<file path="src/hw/csr_consts.vh">
// Register offsets, field positions, reset values and timing counts
`ifndef CSR_CONSTS_VH
`define CSR_CONSTS_VH

// ********************
// Register offsets
// ********************
`define OFS_CTRL       8'h00
`define OFS_SLEEP_CMD  8'h01
`define OFS_STATUS     8'h02
`define OFS_PORT_OUT   8'h04
`define OFS_PORT_DIR   8'h08
`define OFS_PORT_PIN   8'h0c

// ********************
// Control fields
// ********************
`define CTRL_MODE_LO   0
`define CTRL_MODE_HI   1
`define CTRL_SLEEP_EN  2
`define CTRL_ADC_EN    3
`define CTRL_RESET     8'h00

// ********************
// Sleep mode codes
// ********************
`define MODE_IDLE      2'h0
`define MODE_ADCNR     2'h1
`define MODE_PDOWN     2'h2
`define MODE_PSAVE     2'h3

// ********************
// Clock source fuse codes
// ********************
`define FUSE_XTAL_MIN  4'ha
`define FUSE_LFX_MIN   4'h8
`define FUSE_RCX_MIN   4'h5
`define FUSE_IRC_MIN   4'h2
`define FUSE_FACTORY   4'h2

// ********************
// Timing
// ********************
`define CLK_MHZ        200
`define RST_MIN_NS     500
`define RST_CYC        ((`RST_MIN_NS * `CLK_MHZ + 999) / 1000)

`endif

</file>
<file path="src/hw/clock_sleep_reset_control.v">
// Clock source selection, sleep gating, reset filter and port pins
// Operation
// Idle: core halted; memory, timers, serial port, interrupts keep clock.
// Power-down: oscillator and all functions stop until interrupt or reset.
// Power-save: asynchronous timer oscillator and its timer keep running.
// Converter noise-reduction: only async timer and converter stay clocked.
// Reset pin low longer than 500 ns resets the device.
// Any reset releases all four ports to high impedance at once.
// Fuse codes pick crystal, low-frequency crystal or external RC.
// Fuse codes pick internal RC or external clock; programmed bit is 0.
// Factory default source is the internal 1 MHz RC oscillator.
// Port A feeds the converter, else serves as 8-bit general port.
// Every port bit has its own switchable pull-up.
// Fuse field sampled in reset; source never changes while running.
`timescale 1ns/1ps
`default_nettype none
`include "csr_consts.vh"

module clock_sleep_reset_control #(
   parameter RST_CYC = `RST_CYC
) (
   input  wire       I_CLK,
   input  wire       I_RSTN,
   input  wire       I_EXT_RESET_N,
   input  wire [3:0] I_CLK_FUSE,
   input  wire       I_WAKE,
   input  wire [7:0] I_ADDR,
   input  wire [7:0] I_WDATA,
   input  wire       I_WE,
   input  wire       I_RE,
   output wire [7:0] O_RDATA,
   input  wire [7:0] I_PORT_A,
   input  wire [7:0] I_PORT_B,
   input  wire [7:0] I_PORT_C,
   input  wire [7:0] I_PORT_D,
   output wire [7:0] O_PORT_A,
   output wire [7:0] O_PORT_B,
   output wire [7:0] O_PORT_C,
   output wire [7:0] O_PORT_D,
   output wire [7:0] O_PORT_A_OE_N,
   output wire [7:0] O_PORT_B_OE_N,
   output wire [7:0] O_PORT_C_OE_N,
   output wire [7:0] O_PORT_D_OE_N,
   output wire [7:0] O_PORT_A_PU,
   output wire [7:0] O_PORT_B_PU,
   output wire [7:0] O_PORT_C_PU,
   output wire [7:0] O_PORT_D_PU,
   output wire       O_ADC_PATH_EN,
   output wire [4:0] O_CLK_SRC,
   output wire       O_CORE_RST_N,
   output wire       O_CPU_CLK_EN,
   output wire       O_IO_CLK_EN,
   output wire       O_ADC_CLK_EN,
   output wire       O_ASYNC_TMR_EN,
   output wire       O_MAIN_OSC_EN,
   output wire       O_SLEEPING
);

   // ********************
   // Sleep states
   // ********************
   localparam [4:0] ST_ACTIVE = 5'h01;
   localparam [4:0] ST_IDLE   = 5'h02;
   localparam [4:0] ST_ADCNR  = 5'h04;
   localparam [4:0] ST_PDOWN  = 5'h08;
   localparam [4:0] ST_PSAVE  = 5'h10;

   // ********************
   // Functions
   // ********************
   // One-hot source: 4 crystal, 3 low-freq, 2 ext RC, 1 int RC, 0 ext clock
   function [4:0] fuse_decode;
      input [3:0] f;
      begin
         if (f >= `FUSE_XTAL_MIN)
            fuse_decode = 5'h10;
         else if (f >= `FUSE_LFX_MIN)
            fuse_decode = 5'h08;
         else if (f >= `FUSE_RCX_MIN)
            fuse_decode = 5'h04;
         else if (f >= `FUSE_IRC_MIN)
            fuse_decode = 5'h02;
         else
            fuse_decode = 5'h01;
      end
   endfunction

   function [7:0] pin_oe_n;
      input [7:0] dir;
      input       off;
      begin
         pin_oe_n = off ? 8'hff : ~dir;
      end
   endfunction

   // Pull-up on an input bit whose output latch holds one
   function [7:0] pin_pu;
      input [7:0] dir;
      input [7:0] dat;
      input       off;
      begin
         pin_pu = off ? 8'h00 : (~dir & dat);
      end
   endfunction

   // ********************
   // Reset pin filter
   // ********************
   reg       ext_s1_reg;
   reg       ext_s2_reg;
   reg [7:0] low_cnt_reg;
   reg       ext_rst_reg;
   wire      rst_n;

   // Filter runs off I_RSTN only, so it holds its count and output while it resets
   always @(posedge I_CLK) begin
      ext_s1_reg <= I_EXT_RESET_N;
      ext_s2_reg <= ext_s1_reg;
      if (!I_RSTN) begin
         low_cnt_reg <= 8'h00;
         ext_rst_reg <= 1'b0;
      end else if (ext_s2_reg) begin
         low_cnt_reg <= 8'h00;
         ext_rst_reg <= 1'b0;
      end else if (low_cnt_reg >= RST_CYC[7:0] - 8'h01) begin
         ext_rst_reg <= 1'b1;
      end else begin
         low_cnt_reg <= low_cnt_reg + 8'h01;
      end
   end

   assign rst_n = I_RSTN & ~ext_rst_reg;

   reg core_rst_n_reg;
   always @(posedge I_CLK) begin
      core_rst_n_reg <= rst_n;
   end
   assign O_CORE_RST_N = core_rst_n_reg;

   // ********************
   // Clock source fuse
   // ********************
   reg [3:0] fuse_s1_reg;
   reg [3:0] fuse_s2_reg;
   reg [4:0] clk_src_reg;

   // Captured only while reset is held; no switching on the fly
   always @(posedge I_CLK) begin
      fuse_s1_reg <= I_CLK_FUSE;
      fuse_s2_reg <= fuse_s1_reg;
      if (!rst_n)
         clk_src_reg <= fuse_decode(fuse_s2_reg); // see see
   end
   assign O_CLK_SRC = clk_src_reg;

   // ********************
   // Pin and wake synchronisers
   // ********************
   reg [31:0] pin_s1_reg;
   reg [31:0] pin_s2_reg;
   reg        wake_s1_reg;
   reg        wake_s2_reg;

   always @(posedge I_CLK) begin
      pin_s1_reg  <= {I_PORT_D, I_PORT_C, I_PORT_B, I_PORT_A};
      pin_s2_reg  <= pin_s1_reg;
      wake_s1_reg <= I_WAKE;
      wake_s2_reg <= wake_s1_reg;
   end

   // ********************
   // Registers
   // ********************
   reg [7:0] ctrl_reg;
   reg [7:0] out_reg [0:3];
   reg [7:0] dir_reg [0:3];
   reg [7:0] rdata_reg;
   reg [4:0] state_reg;
   reg [4:0] state_next;
   reg [7:0] rd_mux;
   wire      sleep_go;
   wire [1:0] mode;
   wire      adc_en;
   integer   i;

   assign mode   = ctrl_reg[`CTRL_MODE_HI:`CTRL_MODE_LO];
   assign adc_en = ctrl_reg[`CTRL_ADC_EN];
   assign sleep_go = I_WE && (I_ADDR == `OFS_SLEEP_CMD)
                     && ctrl_reg[`CTRL_SLEEP_EN];

   always @(posedge I_CLK) begin
      if (!rst_n) begin
         ctrl_reg <= `CTRL_RESET;
         for (i = 0; i < 4; i = i + 1) begin
            out_reg[i] <= 8'h00;
            dir_reg[i] <= 8'h00;
         end
      end else if (I_WE) begin
         if (I_ADDR == `OFS_CTRL)
            ctrl_reg <= I_WDATA;
         for (i = 0; i < 4; i = i + 1) begin
            if (I_ADDR == `OFS_PORT_OUT + i[7:0])
               out_reg[i] <= I_WDATA;
            if (I_ADDR == `OFS_PORT_DIR + i[7:0])
               dir_reg[i] <= I_WDATA;
         end
      end
   end

   always @* begin
      rd_mux = 8'h00;
      case (I_ADDR)
         `OFS_CTRL:
            rd_mux = ctrl_reg;
         `OFS_STATUS:
            rd_mux = {state_reg != ST_ACTIVE, 2'h0, clk_src_reg};
         `OFS_PORT_OUT:
            rd_mux = out_reg[0];
         `OFS_PORT_OUT + 8'h01:
            rd_mux = out_reg[1];
         `OFS_PORT_OUT + 8'h02:
            rd_mux = out_reg[2];
         `OFS_PORT_OUT + 8'h03:
            rd_mux = out_reg[3];
         `OFS_PORT_DIR:
            rd_mux = dir_reg[0];
         `OFS_PORT_DIR + 8'h01:
            rd_mux = dir_reg[1];
         `OFS_PORT_DIR + 8'h02:
            rd_mux = dir_reg[2];
         `OFS_PORT_DIR + 8'h03:
            rd_mux = dir_reg[3];
         `OFS_PORT_PIN:
            rd_mux = pin_s2_reg[7:0];
         `OFS_PORT_PIN + 8'h01:
            rd_mux = pin_s2_reg[15:8];
         `OFS_PORT_PIN + 8'h02:
            rd_mux = pin_s2_reg[23:16];
         `OFS_PORT_PIN + 8'h03:
            rd_mux = pin_s2_reg[31:24];
         default:
            rd_mux = 8'h00;
      endcase
   end

   // Read data stands only in the cycle after the strobe
   always @(posedge I_CLK) begin
      if (!rst_n)
         rdata_reg <= 8'h00;
      else if (I_RE)
         rdata_reg <= rd_mux;
      else
         rdata_reg <= 8'h00;
   end
   assign O_RDATA = rdata_reg;

   // ********************
   // Sleep state machine
   // ********************
   always @* begin
      state_next = state_reg;
      case (state_reg)
         ST_ACTIVE: begin
            if (sleep_go) begin
               case (mode)
                  `MODE_IDLE:
                     state_next = ST_IDLE;
                  `MODE_ADCNR:
                     state_next = ST_ADCNR;
                  `MODE_PDOWN:
                     state_next = ST_PDOWN;
                  default:
                     state_next = ST_PSAVE;
               endcase
            end
         end
         ST_IDLE, ST_ADCNR, ST_PDOWN, ST_PSAVE: begin
            if (wake_s2_reg)
               state_next = ST_ACTIVE;
         end
         default:
            state_next = ST_ACTIVE;
      endcase
   end

   reg cpu_en_reg;
   reg io_en_reg;
   reg adc_clk_reg;
   reg tmr_en_reg;
   reg osc_en_reg;

   // Enables are registered from the next state so they glitch-free gate clocks
   always @(posedge I_CLK) begin
      if (!rst_n) begin
         state_reg   <= ST_ACTIVE;
         cpu_en_reg  <= 1'b1;
         io_en_reg   <= 1'b1;
         adc_clk_reg <= 1'b1;
         tmr_en_reg  <= 1'b1;
         osc_en_reg  <= 1'b1;
      end else begin
         state_reg   <= state_next;
         cpu_en_reg  <= (state_next == ST_ACTIVE); // see
         io_en_reg   <= (state_next == ST_ACTIVE)
                        || (state_next == ST_IDLE);
         adc_clk_reg <= (state_next == ST_ACTIVE)
                        || (state_next == ST_IDLE)
                        || (state_next == ST_ADCNR);
         tmr_en_reg  <= (state_next != ST_PDOWN); // see
         osc_en_reg  <= (state_next != ST_PDOWN)
                        && (state_next != ST_PSAVE);
      end
   end

   assign O_CPU_CLK_EN   = cpu_en_reg;
   assign O_IO_CLK_EN    = io_en_reg;
   assign O_ADC_CLK_EN   = adc_clk_reg;
   assign O_ASYNC_TMR_EN = tmr_en_reg;
   assign O_MAIN_OSC_EN  = osc_en_reg;
   assign O_SLEEPING     = ~cpu_en_reg;

   // ********************
   // Port pins
   // ********************
   // Raw pin and reset term: pins release at once, with no clock needed
   wire rst_any;
   wire a_off;
   assign rst_any = ~I_EXT_RESET_N | ~rst_n;
   assign a_off   = rst_any | adc_en;

   assign O_ADC_PATH_EN = adc_en;

   assign O_PORT_A = out_reg[0];
   assign O_PORT_B = out_reg[1];
   assign O_PORT_C = out_reg[2];
   assign O_PORT_D = out_reg[3];

   assign O_PORT_A_OE_N = pin_oe_n(dir_reg[0], a_off); // see
   assign O_PORT_B_OE_N = pin_oe_n(dir_reg[1], rst_any);
   assign O_PORT_C_OE_N = pin_oe_n(dir_reg[2], rst_any);
   assign O_PORT_D_OE_N = pin_oe_n(dir_reg[3], rst_any);

   assign O_PORT_A_PU = pin_pu(dir_reg[0], out_reg[0], a_off);
   assign O_PORT_B_PU = pin_pu(dir_reg[1], out_reg[1], rst_any);
   assign O_PORT_C_PU = pin_pu(dir_reg[2], out_reg[2], rst_any);
   assign O_PORT_D_PU = pin_pu(dir_reg[3], out_reg[3], rst_any);

   // Factory parts carry the internal RC code; see FUSE_FACTORY. see

endmodule
`default_nettype wire

</file>
<file path="config.mk">
export PLATFORM = sky130hd
export DESIGN_NAME = clock_sleep_reset_control
export DESIGN_NICKNAME = d
export VERILOG_FILES = /design/src/hw/clock_sleep_reset_control.v
export VERILOG_INCLUDE_DIRS = /design/src /design/src/hw
export SDC_FILE = /design/constraint.sdc
export NUM_CORES = 1
export LEC_CHECK = 0
export BUFFER_PORTS_ARGS = -buffer_cell sky130_fd_sc_hd__buf_2
export CORE_MARGIN = 2
export CORE_UTILIZATION = 40
export CTS_CLUSTER_SIZE = 40
export DETAILED_ROUTE_END_ITERATION = 7
export SKIP_CTS_REPAIR_TIMING = 1
export SLEW_MARGIN = 20
export SYNTH_ARGS = -nofsm -noshare
export SYNTH_HDL_FRONTEND = slang
export SYNTH_SLANG_ARGS = --single-unit
export TNS_END_PERCENT = 20
</file>
<file path="constraint.sdc">
create_clock -name I_CLK -period 2.76 [get_ports I_CLK]
set_clock_uncertainty 0.1 [all_clocks]
set_input_delay 0.552 -clock I_CLK [delete_from_list [all_inputs] [get_ports I_CLK]]
set_output_delay 0.552 -clock I_CLK [all_outputs]
set_load 0.02 [all_outputs]
</file>
; After elaboration in Yosys (flattened, before gate mapping)
; Memory sizes are Yosys's and may differ from the RTL's.
; Cells that the tools add are included.
[classes]
addsub = 1
magnitude_cmp = 5
n_eq_ne = 27
muxes = 57
bitwise_logic = 24
reduce_logical = 13
[op_table]
columns = cell, count
row1 = $mux W8, 16
row2 = $pmux W8 S14, 1
row3 = $eq A8 B4 Y1 const B, 8
row4 = $mux W1, 33
row5 = $and A8 B8 Y8, 4
row6 = $eq A8 B3 Y1 const B, 4
row7 = $not A8 Y8, 4
row8 = $pmux W5 S3, 1
row9 = $eq A5 B1 Y1 const B, 2
row10 = $eq A5 B2 Y1 const B, 2
row11 = $eq A5 B3 Y1 const B, 2
row12 = $mux W5, 2
row13 = $or A1 B1 Y1, 10
row14 = $pmux W5 S2, 1
row15 = $add A8 B1 Y8 const B, 1
row16 = $eq A8 B1 Y1 const B, 1
row17 = $eq A8 B2 Y1 const B, 1
row18 = $ge A4 B4 Y1 const B, 2
row19 = $ge A8 B7 Y1 const B, 1
row20 = $logic_not A8 Y1, 1
row21 = $eq A5 B4 Y1 const B, 1
row22 = $eq A5 B5 Y1 const B, 1
row23 = $ne A5 B1 Y1 const B, 1
row24 = $ne A5 B4 Y1 const B, 1
row25 = other kinds (17), 26
[word_totals]
reg_bits = 117
ramBits = 64
n_memories = 2
[memory_table]
columns = name, words, word_bits, rd, rd_clocked_by_memory_dff, write_ports, line
row1 = dir_reg, 4, 8, 4, 0, 4, clock_sleep_reset_control.v:176  ; reg [7:0] dir_reg [0:3];
row2 = out_reg, 4, 8, 4, 0, 4, clock_sleep_reset_control.v:175  ; reg [7:0] out_reg [0:3];

; Longest topological paths before layout
[depth]
ltp_word = 8
depth_mapped = 8
mapped_depth_nobuf = 6

; Least setup slack after synthesis
; No wires, ideal clock.
[synth_timing]
path_kind = input-to-output
start = in I_RSTN
end = out O_PORT_A_PU[0]
arrival_ps = 2010
required_ps = 2108
slack_ps = 98
stages = 7
n_path_buf = 2
cell_sequence = nand2_1 inv_1 and2_1 clkbuf_1 nand2b_1 clkbuf_1 nor3b_1
[synth_via]
elab_chain_len = 5
[synth_rtl]
columns = element, line
row1 = "start, declared", clock_sleep_reset_control.v:23  ; input wire I_RSTN,
row2 = $and A1 B1 Y1, clock_sleep_reset_control.v:132  ; assign rst_n = I_RSTN & ~ext_rst_reg;
row3 = $not A1 Y1, clock_sleep_reset_control.v:328  ; assign rst_any = ~I_EXT_RESET_N | ~rst_n;
row4 = $or A1 B1 Y1, clock_sleep_reset_control.v:328
row5 = $or A1 B1 Y1, clock_sleep_reset_control.v:329  ; assign a_off = rst_any | adc_en;
row6 = $mux W8, clock_sleep_reset_control.v:102  ; pin_pu = off ? 8'h00 : (~dir & dat);
row7 = "end, declared", clock_sleep_reset_control.v:44  ; output wire [7:0] O_PORT_A_PU,
; No other way between the ends.

; Worst setup path in the final report
[layout_timing]
start = reg ext_rst_reg
end = out O_PORT_A_PU[3]
[layout_via]
elab_chain_len = 6
[layout_rtl]
columns = element, line
row1 = "start, declared", clock_sleep_reset_control.v:112  ; reg ext_rst_reg;
row2 = "start signal, assigned", clock_sleep_reset_control.v:121  ; ext_rst_reg <= 1'b0;
row3 = "start signal, assigned", clock_sleep_reset_control.v:124  ; ext_rst_reg <= 1'b0;
row4 = "start signal, assigned", clock_sleep_reset_control.v:126  ; ext_rst_reg <= 1'b1;
row5 = $not A1 Y1, clock_sleep_reset_control.v:132
row6 = $and A1 B1 Y1, clock_sleep_reset_control.v:132
row7 = $not A1 Y1, clock_sleep_reset_control.v:328
row8 = $or A1 B1 Y1, clock_sleep_reset_control.v:328
row9 = $or A1 B1 Y1, clock_sleep_reset_control.v:329
row10 = $mux W8, clock_sleep_reset_control.v:102
; No other way between the ends.

==> results.cfg <==
[timing]
min_period_over_period_pct = 91.29
finalHoldViolations = 0
slew_headroom_pct = 55.82
timing.hold.ws_ns = 0.1169
worst_pin_slew_ns = 0.6535
fin_crit_ns = 2.520
setup_viol = 0
rsz0062_at_grt = false
fmax_mhz = 396.9
maxSlewViolCount = 0

[power_and_ir_drop]
peakVddDrop_mv = 0.4287
power-per-cell-area_nw_per_um2 = 653.6
cellLeakagePower_uw = 0.003758
power_uw = 5890

[floorplanning]
coreArea_um2 = 17300
ios = 175
chipHeight_um = 137.1
fp.dieW_um = 137.1
die_area_um2 = 18790
start_util_pct = 40.96
rows = 48

[finish]
fin_util_pct = 52.10
stdcell_area_um2 = 9011
antenna_cells = 0
fillers = 1548
area_growth_pct = 27.20
nets = 862
drive_gt1_share_pct = 33.21
final_cells = 1041

[critical_path]
worstPathRequired_ns = 2.11
cp_common_cell = inv_1
critPathCaptureType = output port
slowest_delay_ns = 0.30
path_buf_inv = 3
r2r_slack_ns = 0.84
setup.worst_path.start_class = flop
worstPathCellList = inv_1 -> nand2_1 -> inv_1 -> and2_2 -> nand2b_2 -> nor3b_1 -> buf_2
setup.worst_path.class = reg -> out
cp.arrival_ns = 1.87
slowest_stage = dfxtp_1
path_max_fanout = 8
cp_top_family = simple AND/OR/NAND/NOR gates

[route]
dr.pass1.iters = 5
met3_length_mm = 1.776
highest_layer = met4
vias = 5645
drcViolationCount = 0
wl_met2_mm = 10.98
drtAntennaViolNets = 0
wire_per_inst_um = 22.40
drt_iter0_drc = 678
m1WireLength_mm = 10.14
drt_wl_total_mm = 23.32
via_per_inst = 5.423

[place]
postPlaceCellArea_um2 = 8387
io_buffer_count = 174
gp_congestion = 0.9341
hpwl_mm = 17.50
dpl.cell_count = 1009

[synth]
syn_area_um2 = 7084
synth_cell_types = 65
synth_top_area_cell = dfxtp_1
postSynthAreaPerCell_um2 = 11.77
syn_nets = 661
ys_warn_count = 0
synth-seq-cells = 181
syn_inst = 602
synthArstFlopShare_pct = 0
synthFlopType = dfxtp_1
synth-seq-area-share_pct = 60.90
synth_top_area_share_pct = 31.65
synth_area_leaders = dfxtp_1 32%, edfxtp_1 29%, and2_1 6.1%
synth_edf_count = 69

[clock_network]
cts_tree = built
cts_buffers = 17
cts_root_buf = clkbuf_16
cts-root-to-sink-buffers = 2
cts.sinks = 181
h-tree-depth = 4
clk_latency_ns = 0.43
path_clk_slew_ns = 0.07

[grt]
grt_pass1_wl_mm = 34.10
grt_pass1_vias = 5455
grt_overflow = 0
antenna_found_initial = 0
grt_use_total_pct = 25.26
grt_start_max_net_pins = 25

[status]
status = finished, final reports clean

[run]
maxCapViolations = 0

[worst_hold_path]
holdCritPathClass = in -> reg
==> final cells by class <==
type	instances	area [um2]	area share [%]
Clock buffer	20	489.2	5.429
Inverter	9	33.78	0.3749
Multi-Input combinational cell	386	2628	29.16
Timing Repair Buffer	208	1139	12.64
Clock inverter	12	126.4	1.402
Tap cell	225	281.5	3.124
Sequential cell	181	4314	47.88
==> final timing paths <==
path | from | endpoint | cells after the start
setup / recovery | ext_rst_reg$_SDFFE_PP0P_ | O_PORT_A_PU[3] | 7
hold / removal | I_PORT_B[2] | pin_s1_reg[10]$_DFF_P_ | 1
hold reg to reg | pin_s1_reg[19]$_DFF_P_ | pin_s2_reg[19]$_DFF_P_ | 0
setup reg to reg | low_cnt_reg[0]$_SDFFE_PP0N_ | low_cnt_reg[5]$_SDFFE_PP0N_ | 6
==> synth_stat cells (5+ instances only) <==
master and n:
dfxtp_1 112, nand3_1 12, xor2_1 5, nor3_1 6
nor3b_1 34, nor2_1 30, a32o_1 5, buf_2 10
o21ai_1 5, o22ai_1 8, a31oi_1 7, edfxtp_1 69
clkbuf_1 13, nand2b_1 8, mux2i_1 29, mux2_2 8
a22oi_1 8, a21oi_1 10, o21ai_0 5, nand2_1 63
inv_1 9, and2_1 69, o32ai_1 5
==> layer usage <==
layer / global-route usage, % / up-vias
met4: 7.446 / 0
li1: - / 2580
met5: 0 / -
met3: 5.741 / 31
met2: 40.11 / 295
met1: 34.52 / 2739
==> per-stage QoR <==
stage	setup TNS (ns)	worst slack, ns
final	0	0.2405
after global routing	0	0.05367
after CTS	-0.01331	-0.01331
after detailed placement	0	0.1484
after global placement	0	0.1735
after floorplan	0	0.09797
==> kinds of logic after synthesis <==
group / share of synthesized area, %
flip-flops: 60.90
AND/OR/NAND/NOR: 21.23
buffers and inverters: 2.137
adder cells (fa/ha/maj): 0.1766
multiplexers: 6.005
XOR/XNOR: 0.8654
AO/OA/AOI/OAI: 8.690
==> worst register-to-register path: cells and delay by family, from the launching register on <==
family                     cells  cell delay (ns)
adders and majority gates      1             0.24
xor gates and xnor gates       1             0.15
and+or+nand+nor                3             0.66
AOI/OAI and AO/OA              1             0.33
DFF                            1             0.33
==> cells in the final DEF, fill, tap and decap left out, drive strengths merged, types with 8 or more instances in the layout <==
cell type  Yosys  final
nor3          12     12
nor2          34     34
buf           13    208
mux2i         29     29
and2          69     69
inv            9     16
o21ai         10     10
dfxtp        112    112
nand3         14     14
clkbuf        13     20
a21oi         10     10
a22oi          8      8
edfxtp        69     69
nand2         64     64
nand2b         8      8
nor3b         34     34
mux2           8      8
a31oi          8      8
o22ai          8      8
==> report_power, final <==
group          internal (uW)  switching, uW  leakage [uW]
registers               2870           70.9       0.00164
clock network           1410           1100      0.000304
logic                    158            290       0.00181
total                   4430           1460       0.00376
Note: power is estimated with default switching activity, not from simulation.
